`src/ccd_map.svh`:
```
`ifndef CCD_MAP_SVH
`define CCD_MAP_SVH
// ==========================================================
// Register offsets
`define CCD_OFS_CH2_CTRL      10'h197
`define CCD_OFS_CH2_PWR       10'h198
`define CCD_OFS_CH3_CYCLES    10'h199
`define CCD_OFS_CH3_CTRL      10'h19A
`define CCD_OFS_CH3_PWR       10'h19B
// ==========================================================
// Field positions
`define CCD_LOW_MSB           7
`define CCD_LOW_LSB           4
`define CCD_HIGH_MSB          3
`define CCD_HIGH_LSB          0
`define CCD_BYPASS_BIT        7
`define CCD_IGNSYNC_BIT       6
`define CCD_FORCE_BIT         5
`define CCD_START_BIT         4
`define CCD_PHASE_MSB         3
`define CCD_PHASE_LSB         0
`define CCD_PDOWN_BIT         2
`define CCD_DCCDIS_BIT        0
// ==========================================================
// Reset values and writable masks
`define CCD_RST_CYCLES        8'h00
`define CCD_RST_CTRL          8'h00
`define CCD_RST_PWR           8'h00
`define CCD_PWR_MASK          8'h05
`endif

```
`src/ccd_pkg.sv`:
```
// ==========================================================
// Shared types
package ccd_pkg;
   // Per-channel divider configuration
   typedef struct packed {
      logic [3:0] low_cycles;
      logic [3:0] high_cycles;
      logic       bypass;
      logic       ignore_sync;
      logic       force_high;
      logic       start_high;
      logic [3:0] phase;
      logic       power_down;
      logic       duty_correction_off;
   } ccd_cfg_t;

   // Per-channel output pin group
   typedef struct packed {
      logic [2:0] level;
      logic [2:0] oe_n;
   } ccd_pins_t;
endpackage : ccd_pkg

```
`src/ccd_divider.sv`:
```
`timescale 1ns/1ps
`include "ccd_map.svh"
// ==========================================================
// One channel divider
module ccd_divider
   import ccd_pkg::*;
(
   // Clock and reset
   input  wire logic     clk_in,
   input  wire logic     rst_n_in,
   // Configuration and sync
   input  wire ccd_cfg_t cfg_in,
   input  wire logic     sync_in,
   // Divided output
   output logic          div_out
);
   typedef enum logic [2:0] {
      CCD_HOLD  = 3'b001,
      CCD_DELAY = 3'b010,
      CCD_RUN   = 3'b100
   } ccd_dstate_t;

   ccd_dstate_t state_q, state_d;     // Divider phase
   logic [3:0]  cnt_q, cnt_d;         // Cycle counter
   logic        lvl_q, lvl_d;         // Current level
   logic        sync_act;             // Sync honoured

   assign sync_act = sync_in && !cfg_in.ignore_sync;

   // Next state of the divider
   always_comb begin
      state_d = state_q;
      cnt_d   = cnt_q;
      lvl_d   = lvl_q;
      unique case (state_q)
         CCD_HOLD: begin
            // Wait for sync release, then apply phase
            lvl_d = cfg_in.start_high;
            cnt_d = cfg_in.phase;
            if (!sync_act) begin
               state_d = (cfg_in.phase == 4'h0) ? CCD_RUN : CCD_DELAY;
               cnt_d   = cfg_in.start_high ? cfg_in.high_cycles : cfg_in.low_cycles;
               if (cfg_in.phase != 4'h0) begin
                  cnt_d = cfg_in.phase - 4'h1;
               end
            end
         end
         CCD_DELAY: begin
            if (cnt_q == 4'h0) begin
               state_d = CCD_RUN;
               cnt_d   = lvl_q ? cfg_in.high_cycles : cfg_in.low_cycles;
            end else begin
               cnt_d = cnt_q - 4'h1;
            end
         end
         CCD_RUN: begin
            if (cnt_q == 4'h0) begin
               lvl_d = !lvl_q;
               cnt_d = lvl_q ? cfg_in.low_cycles : cfg_in.high_cycles;
            end else begin
               cnt_d = cnt_q - 4'h1;
            end
         end
         default: begin
            state_d = CCD_HOLD;
         end
      endcase
      if (sync_act) begin
         state_d = CCD_HOLD;
         lvl_d   = cfg_in.start_high;
      end
   end

   // Divider registers
   always_ff @(posedge clk_in or negedge rst_n_in) begin
      if (!rst_n_in) begin
         state_q <= CCD_HOLD;
         cnt_q   <= 4'h0;
         lvl_q   <= 1'b0;
      end else begin
         state_q <= state_d;
         cnt_q   <= cnt_d;
         lvl_q   <= lvl_d;
      end
   end

   assign div_out = lvl_q;
endmodule : ccd_divider

```
`src/ccd_regs.sv`:
```
`timescale 1ns/1ps
`include "ccd_map.svh"
// ==========================================================
// Configuration register file
module ccd_regs
   import ccd_pkg::*;
(
   // Clock and reset
   input  wire logic       clk_in,
   input  wire logic       rst_n_in,
   // Register port
   input  wire logic [9:0] addr_in,
   input  wire logic       wr_in,
   input  wire logic [7:0] wdata_in,
   output logic      [7:0] rdata_comb,
   // Configuration
   input  wire logic [7:0] ch2_cycles_in,
   output ccd_cfg_t        ch2_cfg,
   output ccd_cfg_t        ch3_cfg
);
   logic [7:0] ch2_ctrl_q, ch2_ctrl_d;   // Channel 2 control
   logic [7:0] ch2_pwr_q, ch2_pwr_d;     // Channel 2 power
   logic [7:0] ch3_cyc_q, ch3_cyc_d;     // Channel 3 cycles
   logic [7:0] ch3_ctrl_q, ch3_ctrl_d;   // Channel 3 control
   logic [7:0] ch3_pwr_q, ch3_pwr_d;     // Channel 3 power

   // Field unpacking
   function automatic ccd_cfg_t unpack(input logic [7:0] cyc, input logic [7:0] ctl, input logic [7:0] pwr);
      ccd_cfg_t c;
      c.low_cycles          = cyc[`CCD_LOW_MSB:`CCD_LOW_LSB];
      c.high_cycles         = cyc[`CCD_HIGH_MSB:`CCD_HIGH_LSB];
      c.bypass              = ctl[`CCD_BYPASS_BIT];
      c.ignore_sync         = ctl[`CCD_IGNSYNC_BIT];
      c.force_high          = ctl[`CCD_FORCE_BIT];
      c.start_high          = ctl[`CCD_START_BIT];
      c.phase               = ctl[`CCD_PHASE_MSB:`CCD_PHASE_LSB];
      c.power_down          = pwr[`CCD_PDOWN_BIT];
      c.duty_correction_off = pwr[`CCD_DCCDIS_BIT];
      return c;
   endfunction : unpack

   assign ch2_cfg = unpack(ch2_cycles_in, ch2_ctrl_q, ch2_pwr_q);
   assign ch3_cfg = unpack(ch3_cyc_q, ch3_ctrl_q, ch3_pwr_q);

   // Write decode and read mux
   always_comb begin
      ch2_ctrl_d = ch2_ctrl_q;
      ch2_pwr_d  = ch2_pwr_q;
      ch3_cyc_d  = ch3_cyc_q;
      ch3_ctrl_d = ch3_ctrl_q;
      ch3_pwr_d  = ch3_pwr_q;
      rdata_comb = 8'h00;
      unique case (addr_in)
         `CCD_OFS_CH2_CTRL: begin
            rdata_comb = ch2_ctrl_q;
            if (wr_in) ch2_ctrl_d = wdata_in;
         end
         `CCD_OFS_CH2_PWR: begin
            rdata_comb = ch2_pwr_q;
            if (wr_in) ch2_pwr_d = wdata_in & `CCD_PWR_MASK;
         end
         `CCD_OFS_CH3_CYCLES: begin
            rdata_comb = ch3_cyc_q;
            if (wr_in) ch3_cyc_d = wdata_in;
         end
         `CCD_OFS_CH3_CTRL: begin
            rdata_comb = ch3_ctrl_q;
            if (wr_in) ch3_ctrl_d = wdata_in;
         end
         `CCD_OFS_CH3_PWR: begin
            rdata_comb = ch3_pwr_q;
            if (wr_in) ch3_pwr_d = wdata_in & `CCD_PWR_MASK;
         end
         default: begin
            // Unmapped reads zero, writes dropped
            rdata_comb = 8'h00;
         end
      endcase
   end

   // Register storage
   always_ff @(posedge clk_in or negedge rst_n_in) begin
      if (!rst_n_in) begin
         ch2_ctrl_q <= `CCD_RST_CTRL;
         ch2_pwr_q  <= `CCD_RST_PWR;
         ch3_cyc_q  <= `CCD_RST_CYCLES;
         ch3_ctrl_q <= `CCD_RST_CTRL;
         ch3_pwr_q  <= `CCD_RST_PWR;
      end else begin
         ch2_ctrl_q <= ch2_ctrl_d;
         ch2_pwr_q  <= ch2_pwr_d;
         ch3_cyc_q  <= ch3_cyc_d;
         ch3_ctrl_q <= ch3_ctrl_d;
         ch3_pwr_q  <= ch3_pwr_d;
      end
   end
endmodule : ccd_regs

```
`src/ccd_channel_clock_divider.sv`:
```
`timescale 1ns/1ps
`include "ccd_map.svh"
// ==========================================================
// Channel 2 tail and channel 3 clock dividers
// Operation
// - Low time is low field plus one
// - High time is high field plus one
// - Bypass outputs a registered toggle at half the input clock rate
// - Ignore-sync bit decides sync obedience
// - Force level applies only with ignore-sync
// - Force level ignored while bypassed
// - Start level chosen by start bit
// - Four-bit phase offset delays output
// - Power-down tristates all three pairs
// - Duty-correction disable bit turns correction off
module ccd_channel_clock_divider
   import ccd_pkg::*;
(
   // Clock and reset
   input  wire logic       sys_clk_in,
   input  wire logic       resetn_in,
   // Register port
   input  wire logic [9:0] reg_addr_in,
   input  wire logic       reg_wr_in,
   input  wire logic [7:0] reg_wdata_in,
   output logic      [7:0] reg_rdata_out,
   // Channel 2 cycles field from the adjoining register
   input  wire logic [7:0] ch2_cycles_in,
   // Chip-level sync pin, active high
   input  wire logic       sync_in,
   // Channel 2 output pairs
   output logic      [2:0] channel2_level_out,
   output logic      [2:0] channel2_oe_n_out,
   // Channel 3 output pairs
   output logic      [2:0] channel3_level_out,
   output logic      [2:0] channel3_oe_n_out,
   // Duty correction enables, per channel
   output logic      [1:0] duty_correction_out
);
   // ==========================================================
   // Reset release
   logic [1:0] rst_sync_q;            // Reset shift
   logic       rst_n;                 // Released reset

   always_ff @(posedge sys_clk_in or negedge resetn_in) begin
      if (!resetn_in) begin
         rst_sync_q <= 2'b00;
      end else begin
         rst_sync_q <= {rst_sync_q[0], 1'b1};
      end
   end
   assign rst_n = rst_sync_q[1];

   // ==========================================================
   // Sync pin synchroniser
   logic [2:0] sync_sh_q, sync_sh_d;  // Three-stage shift
   logic       sync_q, sync_d;        // Filtered level

   always_comb begin
      sync_sh_d = {sync_sh_q[1:0], sync_in};
      sync_d    = sync_q;
      // Accept a change once stages two and three agree
      if (sync_sh_q[1] == sync_sh_q[2]) begin
         sync_d = sync_sh_q[2];
      end
   end

   always_ff @(posedge sys_clk_in or negedge rst_n) begin
      if (!rst_n) begin
         sync_sh_q <= 3'b000;
         sync_q    <= 1'b0;
      end else begin
         sync_sh_q <= sync_sh_d;
         sync_q    <= sync_d;
      end
   end

   // ==========================================================
   // Registers
   ccd_cfg_t   ch2_cfg;               // Channel 2 settings
   ccd_cfg_t   ch3_cfg;               // Channel 3 settings
   logic [7:0] rdata;                 // Read mux

   ccd_regs u_regs (
      .clk_in        (sys_clk_in),
      .rst_n_in      (rst_n),
      .addr_in       (reg_addr_in),
      .wr_in         (reg_wr_in),
      .wdata_in      (reg_wdata_in),
      .rdata_comb    (rdata),
      .ch2_cycles_in (ch2_cycles_in),
      .ch2_cfg       (ch2_cfg),
      .ch3_cfg       (ch3_cfg)
   );

   // ==========================================================
   // Dividers
   logic ch2_div;                     // Channel 2 divided clock
   logic ch3_div;                     // Channel 3 divided clock

   ccd_divider u_div2 (
      .clk_in   (sys_clk_in),
      .rst_n_in (rst_n),
      .cfg_in   (ch2_cfg),
      .sync_in  (sync_q),
      .div_out  (ch2_div)
   );

   ccd_divider u_div3 (
      .clk_in   (sys_clk_in),
      .rst_n_in (rst_n),
      .cfg_in   (ch3_cfg),
      .sync_in  (sync_q),
      .div_out  (ch3_div)
   );

   // ==========================================================
   // Output selection
   function automatic logic pick_level(input ccd_cfg_t c, input logic div, input logic clk_lvl);
      logic r;
      r = div;
      if (c.ignore_sync) begin
         r = c.force_high;
      end
      if (c.bypass) begin
         r = clk_lvl;
      end
      return r;
   endfunction : pick_level

   logic       clk_tog_q, clk_tog_d;  // Registered toggle at half the input clock rate
   logic [2:0] ch2_lvl_d, ch3_lvl_d;
   logic [2:0] ch2_oe_d, ch3_oe_d;
   logic [1:0] dcc_d;

   always_comb begin
      clk_tog_d = !clk_tog_q;
      ch2_lvl_d = {3{pick_level(ch2_cfg, ch2_div, clk_tog_q)}};
      ch3_lvl_d = {3{pick_level(ch3_cfg, ch3_div, clk_tog_q)}};
      ch2_oe_d  = ch2_cfg.power_down ? 3'b111 : 3'b000;
      ch3_oe_d  = ch3_cfg.power_down ? 3'b111 : 3'b000;
      if (ch2_cfg.power_down) ch2_lvl_d = 3'b000;
      if (ch3_cfg.power_down) ch3_lvl_d = 3'b000;
      dcc_d = {!ch3_cfg.duty_correction_off, !ch2_cfg.duty_correction_off};
   end

   // Output flops
   always_ff @(posedge sys_clk_in or negedge rst_n) begin
      if (!rst_n) begin
         clk_tog_q           <= 1'b0;
         channel2_level_out  <= 3'b000;
         channel3_level_out  <= 3'b000;
         channel2_oe_n_out   <= 3'b000;
         channel3_oe_n_out   <= 3'b000;
         duty_correction_out <= 2'b11;
         reg_rdata_out       <= 8'h00;
      end else begin
         clk_tog_q           <= clk_tog_d;
         channel2_level_out  <= ch2_lvl_d;
         channel3_level_out  <= ch3_lvl_d;
         channel2_oe_n_out   <= ch2_oe_d;
         channel3_oe_n_out   <= ch3_oe_d;
         duty_correction_out <= dcc_d;
         reg_rdata_out       <= rdata;
      end
   end
endmodule : ccd_channel_clock_divider

```
`config.mk`:
```
export PLATFORM = sky130hd
export DESIGN_NAME = ccd_channel_clock_divider
export DESIGN_NICKNAME = d
export VERILOG_FILES = /design/src/ccd_pkg.sv /design/src/ccd_divider.sv /design/src/ccd_regs.sv /design/src/ccd_channel_clock_divider.sv
export VERILOG_INCLUDE_DIRS = /design/src
export SDC_FILE = /design/constraint.sdc
export NUM_CORES = 1
export LEC_CHECK = 0
export BUFFER_PORTS_ARGS = -buffer_cell sky130_fd_sc_hd__clkbuf_2
export CORE_ASPECT_RATIO = 1.75
export CORE_UTILIZATION = 55
export CTS_BUF_LIST = sky130_fd_sc_hd__clkbuf_8 sky130_fd_sc_hd__clkbuf_16
export CTS_CLUSTER_DIAMETER = 200
export CTS_CLUSTER_SIZE = 8
export DETAILED_ROUTE_END_ITERATION = 8
export PLACE_DENSITY = 0.77
export SLEW_MARGIN = 20
export SYNTH_ARGS = -nofsm -noshare
export SYNTH_HDL_FRONTEND = slang
export SYNTH_SLANG_ARGS = --single-unit
```
`constraint.sdc`:
```
create_clock -name sys_clk_in -period 2.42 [get_ports sys_clk_in]
set_clock_uncertainty 0.05 [all_clocks]
set_input_delay 0.484 -clock sys_clk_in [delete_from_list [all_inputs] [get_ports sys_clk_in]]
set_output_delay 0.484 -clock sys_clk_in [all_outputs]
set_load 0.02 [all_outputs]
```
==> results.yml, run 1 <==
status:
  run_status: "finished clean"
sta:
  maxSlewHeadroom_pct: 56.1
  fin_crit_ps: 2060
  tns_ps: 0
  drv_slew: 0
  max_freq_mhz: 485
  max_slew.worst_pin.slew_ps: 657
  post-route-period-util_pct: 85.2
  hold_violations: 0
  rsz0062_at_grt: "false"
  finalSetupViolCount: 0
final_layout:
  regArea_sq_um: 1630
  n_antenna_cell: 0
  drive_gt1_share_pct: 30.4
  areaGrowthSynthToFinish_pct: 16.1
  multi_input_area_sq_um: 1900
  nets: 435
  fill_cells: 530
floorplan:
  core.rowCount: 39
  design.portCount: 52
  initial_core_util_pct: 57.2
  die_h_um: 111
  die_area_sq_um: 7200
  chipWidth_um: 64.6
  core_sq_um: 6590
clock_tree:
  cts_root_buf: "clkbuf_16"
  htreeDepth: 3
  cts_setup_buffers: 0
  cts_tree: "yes"
  cts_made_buffers: 9
  clk_pin_slew_ps: 50
  clockBufferDepth: 2
  cts_resized: 0
  cts_hold_repair.buffers: 1
  insertion_delay_ps: 330
  clock_sinks: 65
critical_path:
  crit_slowest_cell: "nor3b_1"
  critPathMaxFanout: 6
  cp_top_family: "simple AND/OR/NAND/NOR gates"
  cp_num_buf_inv: 1
  crit_type: "flip-flop to flip-flop"
  cp-end-kind: "flip-flop"
  r2r.worst_path.cells: 6
  cp_cell_sequence: "inv_1 -> ha_1 -> nor3b_1 -> mux2i_1 -> o21ai_0 -> a32oi_1"
  r2r_start: "u_regs.ch3_ctrl_q[0]"
  cp_data_required_time_ps: 2610
  slowest_delay_ps: 580
  r2r_slack_ps: 360
  rr_endpoint: "u_div3.cnt_q[1]"
  start_kind: "flip-flop"
  critPathArrivalTime_ps: 2250
grt:
  grt_pass1_vias: 3009
  gr-usage-all-layers_pct: 27.7
  grt_start_max_net_pins: 43
  antenna_found_initial: 0
  grt_remaining_overflow: 0
  grt_pass1_wl_mm: 14.8
route:
  detail_route.wl_per_cell_um: 18.4
  drtIter0Drc: 185
  dr.pass1.iters: 4
  ant_nets: 0
  drc_errors: 0
  vias: 3029
  drt_wl_total_mm: 8.92
  via_per_inst: 6.23
synth:
  synth-seq-cells: 65
  syn_avg_cell_area_sq_um: 10.7
  synth_edf_count: 0
  netlist_area_sq_um: 3770
  syn_inst: 351
  syn-num-nets: 387
  ys_async_sr_fraction_pct: 100
  ys_warn_count: 0
  synth_flop_cell: "dfrtp_1"
  seq_area_frac_synth_pct: 43.3
  synth_cell_type_count: 66
power_and_ir_drop:
  power_mw: 3.56
  p_leak_nw: 2.02
  p_per_area_nw_per_um2: 814
  peakVddDrop_v: 0.000590
placement:
  gp_congestion: 0.906
  port_buffers: 51
  dp_hpwl_mm: 6.68
flow_run:
  max_cap_viol_count: 0
hold_path:
  hold_path_class: "flip-flop to async pin"
==> synth_stat cells (3+ instances only) <==
| cell type | n | area [sq um] |
|---|---|---|
| dfrtp_1 | 61 | 1530 |
| mux2_2 | 29 | 327 |
| inv_1 | 24 | 90.1 |
| mux2i_1 | 20 | 200 |
| a21oi_1 | 15 | 75.1 |
| nand2_1 | 12 | 45.0 |
| o21ai_0 | 12 | 60.1 |
| nor3_1 | 11 | 55.1 |
| nor2_1 | 10 | 37.5 |
| buf_4 | 9 | 67.6 |
| nand2b_1 | 9 | 56.3 |
| nand3_1 | 9 | 45.0 |
| o211ai_1 | 9 | 67.6 |
| nor2b_1 | 8 | 50.1 |
| clkbuf_1 | 7 | 26.3 |
| a211oi_1 | 6 | 45.0 |
| a222oi_1 | 6 | 60.1 |
| ha_1 | 6 | 75.1 |
| nor3b_1 | 6 | 45.0 |
| buf_2 | 5 | 25.0 |
| a31oi_1 | 4 | 25.0 |
| a32oi_1 | 4 | 35.0 |
| dfstp_2 | 4 | 105 |
| a221oi_1 | 3 | 26.3 |
| and3b_1 | 3 | 26.3 |
| o2111ai_1 | 3 | 26.3 |
| o221ai_1 | 3 | 26.3 |
| o31ai_1 | 3 | 22.5 |
==> power breakdown <==
part / internal (mW) / leakage [nW] / total, mW / switching [mW]
Clock: 0.840 / 0.156 / 1.28 / 0.443
Combinational: 0.404 / 1.00 / 0.896 / 0.492
Sequential: 1.20 / 0.863 / 1.38 / 0.177
Total: 2.45 / 2.02 / 3.56 / 1.11
==> how the worst max path moves through the flow <==
stage / depth (start not counted) / slack, ps / end / startpoint
finish: 6 / 360 / u_div3.cnt_q[1] / u_regs.ch3_ctrl_q[0]
global route: 6 / 140 / u_div3.cnt_q[0] / u_regs.ch3_ctrl_q[0]
CTS: 6 / 370 / u_div3.cnt_q[1] / u_regs.ch3_ctrl_q[0]
detailed placement: 5 / 360 / u_regs.ch3_cyc_q[6] / reg_addr_in[6]
global placement: 5 / 400 / u_regs.ch3_cyc_q[7] / reg_addr_in[6]
floorplan: 0 / 430 / channel2_level_out[1] / rst_sync_q[1]
==> cells by family (layout without fill, tap and decap cells) <==
family	Yosys count	in the layout	synth area share, %
simple gates	89	89	15.8
xor+xnor	2	2	0.465
fa+ha+maj	7	7	2.26
compound gates	88	88	17.0
buf+inv	48	101	6.25
other cells	1	1	0.0996
mux	51	51	14.8
flops	65	65	43.3
==> metrics by stage <==
step	util, %	worst slack, ps	cells	area [sq um]	hold WS [ps]
2_1_floorplan	-	433	351	3770	138
3_3_place_gp	61.6	404	469	4060	198
3_5_place_dp	61.6	359	469	4060	207
4_1_cts	66.4	374	486	4370	203
5_1_grt	66.4	143	486	4370	198
6_report	66.4	357	486	4370	189
==> area by class of cell <==
cell class | count | share of cell area (%)
clock buffer | 11 | 5.78
clock inverter | 5 | 1.12
inverter | 24 | 2.06
multi-input combinational | 238 | 43.4
sequential | 65 | 37.3
tap | 82 | 2.35
timing repair buffer | 61 | 7.90
==> worst reg2reg max path, delay by kind of cell (launching register included) <==
kind	cells	cell delay (ps)
and+or+nand+nor	1	580
DFF	1	430
AOI/OAI and AO/OA	2	300
muxes	1	260
adders and majority gates	1	230
buffers and inverters	1	110
==> routing by layer <==
metal | global-route usage [%] | vias up | wire length (um) | part of all wire (%)
met5 | 0 | - | 0 | 0
met3 | 6.35 | 37 | 431 | 4.8
met1 | 30.9 | 1463 | 3340 | 37
met4 | 17.2 | 0 | 431 | 4.8
li1 | - | 1412 | - | -
met2 | 46.7 | 117 | 4720 | 53
==> cells in the final DEF (no fill, tap or decap), types with 4 or more instances in the layout <==
master	n
mux2_2	29
a211oi_1	6
o211ai_1	9
dfrtp_1	60
a31oi_1	4
a21oi_1	15
o21ai_0	12
dfstp_2	4
mux2i_1	20
inv_1	27
nor2_1	10
buf_4	8
ha_1	6
nor2b_1	8
nand3_1	9
nand2b_1	9
a222oi_1	6
nor3_1	11
a32oi_1	4
clkbuf_2	51
nor3b_1	6
clkbuf_16	9
nand2_1	12
==> flip-flops by register name, indices dropped and copies added (netlist names), 2 cells and up <==
| name | flops |
|---|---|
| duty_correction_out | 2 |
| sync_sh_q | 3 |
| u_div2.cnt_q | 4 |
| u_div3.state_q | 3 |
| u_div3.cnt_q | 4 |
| u_regs.ch3_cyc_q | 8 |
| reg_rdata_out | 8 |
| rst_sync_q | 2 |
| u_div2.state_q | 3 |
| u_regs.ch2_ctrl_q | 8 |
| u_regs.ch3_ctrl_q | 8 |
| u_regs.ch3_pwr_q | 2 |
| u_regs.ch2_pwr_q | 2 |
Power figures use the tool's default switching activity.
==> run 2, diff against run 1 <==
Settings changed: CTS_BUF_LIST sky130_fd_sc_hd__clkbuf_8 sky130_fd_sc_hd__clkbuf_16 to not set.
==> run 2 against run 1 <==
First-iteration DRC count down 0.54%. Sequential cell count unchanged. Sequential power barely moved. Cell area unchanged. Non-clock buffer count stayed put. Sequential share of layout area is the same. Via count decreased by 0.59%. Global-route usage stayed put. Clock power is essentially flat. Maximum frequency barely moved.
==> results.yml, run 2 (synthesized netlist as in run 1, its figures left out) <==
critical_path:
  start_kind: "flip-flop"
  crit_type: "flip-flop to flip-flop"
  cp_data_required_time_ps: 2610
  r2r_slack_ps: 360
  critPathMaxFanout: 6
  critPathArrivalTime_ps: 2250
  cp-end-kind: "flip-flop"
final_layout:
  regArea_sq_um: 1630
  final_core_util_pct: 66.4
  multi_input_area_sq_um: 1900
  nets: 435
  fill_cells: 530
  drive_gt1_share_pct: 30.4
  n_antenna_cell: 0
  areaGrowthSynthToFinish_pct: 16.1
  final_common_cell: "dfrtp_1"
  final_cell_mix: "dfrtp_1, clkbuf_2, mux2_2"
sta:
  holdWs_ps: 189
  maxSlewHeadroom_pct: 56.1
  finalSetupViolCount: 0
  fin_crit_ps: 2060
  tns_ps: 0
  max_slew.worst_pin.slew_ps: 656
  drv_slew: 0
  hold_violations: 0
  post-route-period-util_pct: 85.2
  rsz0062_at_grt: "false"
  max_freq_mhz: 485
grt:
  grt_use_met3_pct: 6.35
  grt_pass1_wl_mm: 14.8
  grt_pass1_vias: 3009
  grt_start_max_net_pins: 43
  grt_remaining_overflow: 0
  antenna_found_initial: 0
  grt_use_met1_pct: 30.9
  gr-usage-all-layers_pct: 27.7
  busiest_layer: "met2"
  met2_usage_pct: 46.7
route:
  via_per_inst: 6.20
  drc_errors: 0
  detail_route.wl_per_cell_um: 18.4
  vias: 3011
  drtIter0Drc: 184
  drt_wl_total_mm: 8.93
  ant_nets: 0
  dr.pass1.iters: 4
clock_tree:
  cts_tree: "yes"
  insertion_delay_ps: 330
  cts_hold_repair.buffers: 1
  clk_pin_slew_ps: 50
  cts_root_buf: "clkbuf_16"
  clock_sinks: 65
  cts_setup_buffers: 0
  clockBufferDepth: 2
  htreeDepth: 3
  cts_made_buffers: 9
  cts_resized: 0
placement:
  dp_hpwl_mm: 6.68
  port_buffers: 51
  gp_congestion: 0.906
floorplan:
  design.portCount: 52
  core.rowCount: 39
  die_h_um: 111
  chipWidth_um: 64.6
  die_area_sq_um: 7200
  core_sq_um: 6590
  initial_core_util_pct: 57.2
status:
  run_status: "finished clean"
power_and_ir_drop:
  pwr-share-comb_pct: 25.1
  p_sw_share_pct: 31.1
  peakVddDrop_v: 0.000588
  p_clk_share_pct: 36.2
  switchingPower_mw: 1.11
  power_mw: 3.57
  seq_power_share_pct: 38.7
  p_leak_nw: 2.01
  internal_power_mw: 2.46
  p_per_area_nw_per_um2: 816
flow_run:
  max_cap_viol_count: 0
hold_path:
  hold_path_class: "flip-flop to async pin"
==> run 2: changes by cell type in the layout (fill, tap and decap cells not counted) <==
cell / change
inv_1: -3
clkbuf_1: +3
==> run 2: final cells by class <==
class                   count  area share [%]
multi-input cells         238            43.4
well taps                  82            2.35
clock inverters             2           0.859
repair buffers             61            7.90
flip-flops and latches     65            37.3
clock buffers              14            6.04
inverters                  24            2.06
==> run 2: worst max-delay path, cell delays in order, from the launching register on <==
cell and delay, ps:
dfrtp_1 430, inv_1 110, ha_1 230, nor3b_1 580, mux2i_1 260, o21ai_0 90, a32oi_1 210
==> run 2: final timing paths <==
kind                                           start           endpoint  cells after the start
worst max-delay path            u_regs.ch3_ctrl_q[0]    u_div3.cnt_q[1]                      6
worst min-delay path                   rst_sync_q[1]   reg_rdata_out[0]                      0
worst max register to register  u_regs.ch3_ctrl_q[0]    u_div3.cnt_q[1]                      6
worst min register to register         rst_sync_q[1]   reg_rdata_out[0]                      0
max in group asynchronous              rst_sync_q[1]  u_div2.state_q[0]                      1
min in group sys_clk_in                      sync_in       sync_sh_q[0]                      1
==> run 2: routing by layer <==
layer / vias up / share of wire, %
met5: - / 0
met2: 107 / 53
li1: 1413 / -
met3: 37 / 4.5
met1: 1454 / 38
met4: 0 / 4.8
==> run 2: power by group through the flow <==
stage                     combinational, mW  sequential [mW]  clock (mW)
final                                 0.896             1.38        1.29
after global routing                   1.00             1.41        1.35
after CTS                             0.894             1.38        1.30
after detailed placement              0.886             1.40           0
after global placement                0.864             1.39           0
after floorplan                       0.688             1.33           0
==> run 2: through the flow <==
step | cells | worst slack (ps) | area [sq um]
finish | 486 | 358 | 4370
global route | 486 | 143 | 4370
CTS | 486 | 374 | 4370
detailed placement | 469 | 359 | 4060
global placement | 469 | 404 | 4060
floorplan | 351 | 433 | 3770
==> run 3, diff against run 2 <==
Settings changed: ABC_AREA set to 1.
==> run 3 against run 2 <==
Routed wire length rose by 2.1%. Clock power rose by 5%. First-iteration DRC count increased by 16%. Sequential share of layout area shrank 0.20 points. Global-route usage about the same. Total power rose by 8.6%. Clock-buffer cell count fell by 2. Via count increased by 15%. Combinational power increased by 26%. Critical path depth up 5. Largest cell class unchanged. Final cell count up 34%.
==> results.yml, run 3 <==
status:
  run_status: "finished clean"
synth:
  synthXorXnorAreaFrac_pct: 0.690
  seq_area_frac_synth_pct: 42.9
  syn_avg_cell_area_sq_um: 7.38
  ys_async_sr_fraction_pct: 100
  synth-seq-cells: 65
  synth_edf_count: 0
  synth_top_family_by_area: "simple AND/OR/NAND/NOR gates"
  synth_top_area_share_pct: 40.1
  syn_inst: 516
  synth_cell_type_count: 36
  netlist_area_sq_um: 3810
  synth_compound_area_share_pct: 13.5
  synth_most_common_cell: "nand2_1"
  yosys.area_share.simple_pct: 30.2
  ys_warn_count: 0
  synth.area.top_cells: "dfrtp_1, nand2_1, o21ai_0"
  yosys-top-cells-count: "nand2_1, inv_1, dfrtp_1"
  syn-num-nets: 552
  synth_flop_cell: "dfrtp_1"
  synthAdderAreaFrac_pct: 2.24
  synth_mux_area_share_pct: 0
  yosys.area.top_type: "dfrtp_1"
grt:
  gr-usage-all-layers_pct: 27.7
  antenna_found_initial: 0
  grt_pass1_vias: 3320
  grt_pass1_wl_mm: 14.9
  grt_start_max_net_pins: 47
  grt_remaining_overflow: 0
power_and_ir_drop:
  seq_power_share_pct: 35.7
  p_per_area_nw_per_um2: 882
  internal_power_mw: 2.56
  pwr-share-comb_pct: 29.1
  power_mw: 3.88
  switchingPower_mw: 1.31
  p_clk_share_pct: 35.1
  peakVddDrop_v: 0.000655
  p_sw_share_pct: 33.9
  p_leak_nw: 2.32
sta:
  drv_slew: 0
  max_freq_mhz: 553
  holdWs_ps: 161
  post-route-period-util_pct: 74.7
  fin_crit_ps: 1810
  rsz0062_at_grt: "false"
  finalSetupViolCount: 0
  tns_ps: 0
  hold_violations: 0
  worst_slack_ps: 612
clock_tree:
  htreeDepth: 3
  cts_root_buf: "clkbuf_16"
  cts_made_buffers: 9
  insertion_delay_ps: 330
  cts_resized: 0
  cts_tree: "yes"
  clk_pin_slew_ps: 50
  clockBufferDepth: 2
  clock_sinks: 65
route:
  ant_nets: 0
  dr.pass1.iters: 5
  drt_wl_total_mm: 9.11
  drc_errors: 0
  via_per_inst: 5.33
  vias: 3463
  drtIter0Drc: 214
  detail_route.wl_per_cell_um: 14.0
floorplan:
  core.rowCount: 39
  design.portCount: 52
  chipWidth_um: 64.9
  core_sq_um: 6590
  die_area_sq_um: 7270
  die_h_um: 112
  initial_core_util_pct: 57.8
final_layout:
  drive_gt1_share_pct: 16.9
  n_antenna_cell: 0
  final_cell_mix: "nand2_1, inv_1, o21ai_0, dfrtp_1, clkbuf_2"
  final_common_cell: "nand2_1"
  nets: 600
  areaGrowthSynthToFinish_pct: 15.5
critical_path:
  cp_data_required_time_ps: 2590
  crit_type: "flip-flop to flip-flop"
  critPathArrivalTime_ps: 1980
  start_kind: "flip-flop"
  cp-end-kind: "flip-flop"
  critPathMaxFanout: 7
flow_run:
  max_cap_viol_count: 0
placement:
  gp_congestion: 0.943
  dp_hpwl_mm: 7.12
  pre_cts_ws_ps: 570
  port_buffers: 51
hold_path:
  hold_path_class: "flip-flop to async pin"
[run 3: cell count changes in the layout (fill, tap and decap cells not counted), moves of 20 or more]
cell     before  now
mux2_2       29    0
nand3_1       9   40
o21ai_0      12   60
nand2_1      12  166
mux2i_1      20    0
inv_1        24   73
[run 3: kinds of logic (layout without fill, tap and decap cells)]
kind of cell	Yosys count	count (layout)
AO/OA/AOI/OAI	92	92
XOR/XNOR	3	3
adder cells (fa/ha/maj)	7	7
buffers and inverters	91	143
flip-flops	65	65
other	1	1
AND/OR/NAND/NOR	257	257
[run 3: stage by stage]
step | cells | instance area (sq um) | util, %
6_report | 650 | 4400 | 66.7
5_1_grt | 650 | 4400 | 66.7
4_1_cts | 650 | 4400 | 66.7
3_5_place_dp | 634 | 4070 | 61.8
3_3_place_gp | 634 | 4070 | 61.8
2_1_floorplan | 516 | 3810 | -
[run 3: path summary, 6_finish.rpt]
check | start | cells past startpoint | end | slack [ps]
worst max-delay path | u_regs.ch2_ctrl_q[0] | 11 | u_div2.cnt_q[1] | 610
worst min-delay path | rst_sync_q[1] | 0 | u_regs.ch3_pwr_q[0] | 160
worst max register to register | u_regs.ch2_ctrl_q[0] | 11 | u_div2.cnt_q[1] | 610
worst min register to register | rst_sync_q[1] | 0 | u_regs.ch3_pwr_q[0] | 160
max in group asynchronous | rst_sync_q[1] | 1 | u_div2.state_q[0] | 1510
min in group sys_clk_in | sync_in | 1 | sync_sh_q[0] | 210
[run 3: final cells by class]
class,instances,area [sq um]
Clock buffer,12,246
Clock inverter,3,65.1
Fill cell,576,2190
Inverter,74,278
Multi-Input combinational cell,360,1780
Sequential cell,65,1630
Tap cell,82,103
Timing Repair Buffer,54,293
[run 3: power by group through the flow]
stage	Sequential, mW	Clock (mW)	Combinational (mW)
after global placement	1.40	0	1.09
after detailed placement	1.40	0	1.12
after floorplan	1.36	0	0.880
final	1.38	1.36	1.13
after global routing	1.40	1.44	1.30
after CTS	1.39	1.38	1.13
[run 3: what timing repair did]
item                                   in CTS  in global routing
setup buffers                               0                  0
hold buffers                                1                  0
endpoints found under the hold margin       2                  0
[run 3: metal layers]
metal	GRT usage [%]	share of wire, %	vias up
met5	0	0	-
met4	16.7	4.3	0
met3	6.61	3.3	33
met2	49.9	56	89
met1	27.9	36	1603
li1	-	-	1738
[run 3: worst max-delay path: stages, from the launching register on]
cell	delay (ps)
dfrtp_1	350
inv_1	180
ha_1	240
inv_1	70
nor2_1	140
nand2_1	140
o21ai_0	220
nand2_1	80
nand2_1	60
nand2_1	50
nand2_1	70
nand2_1	50
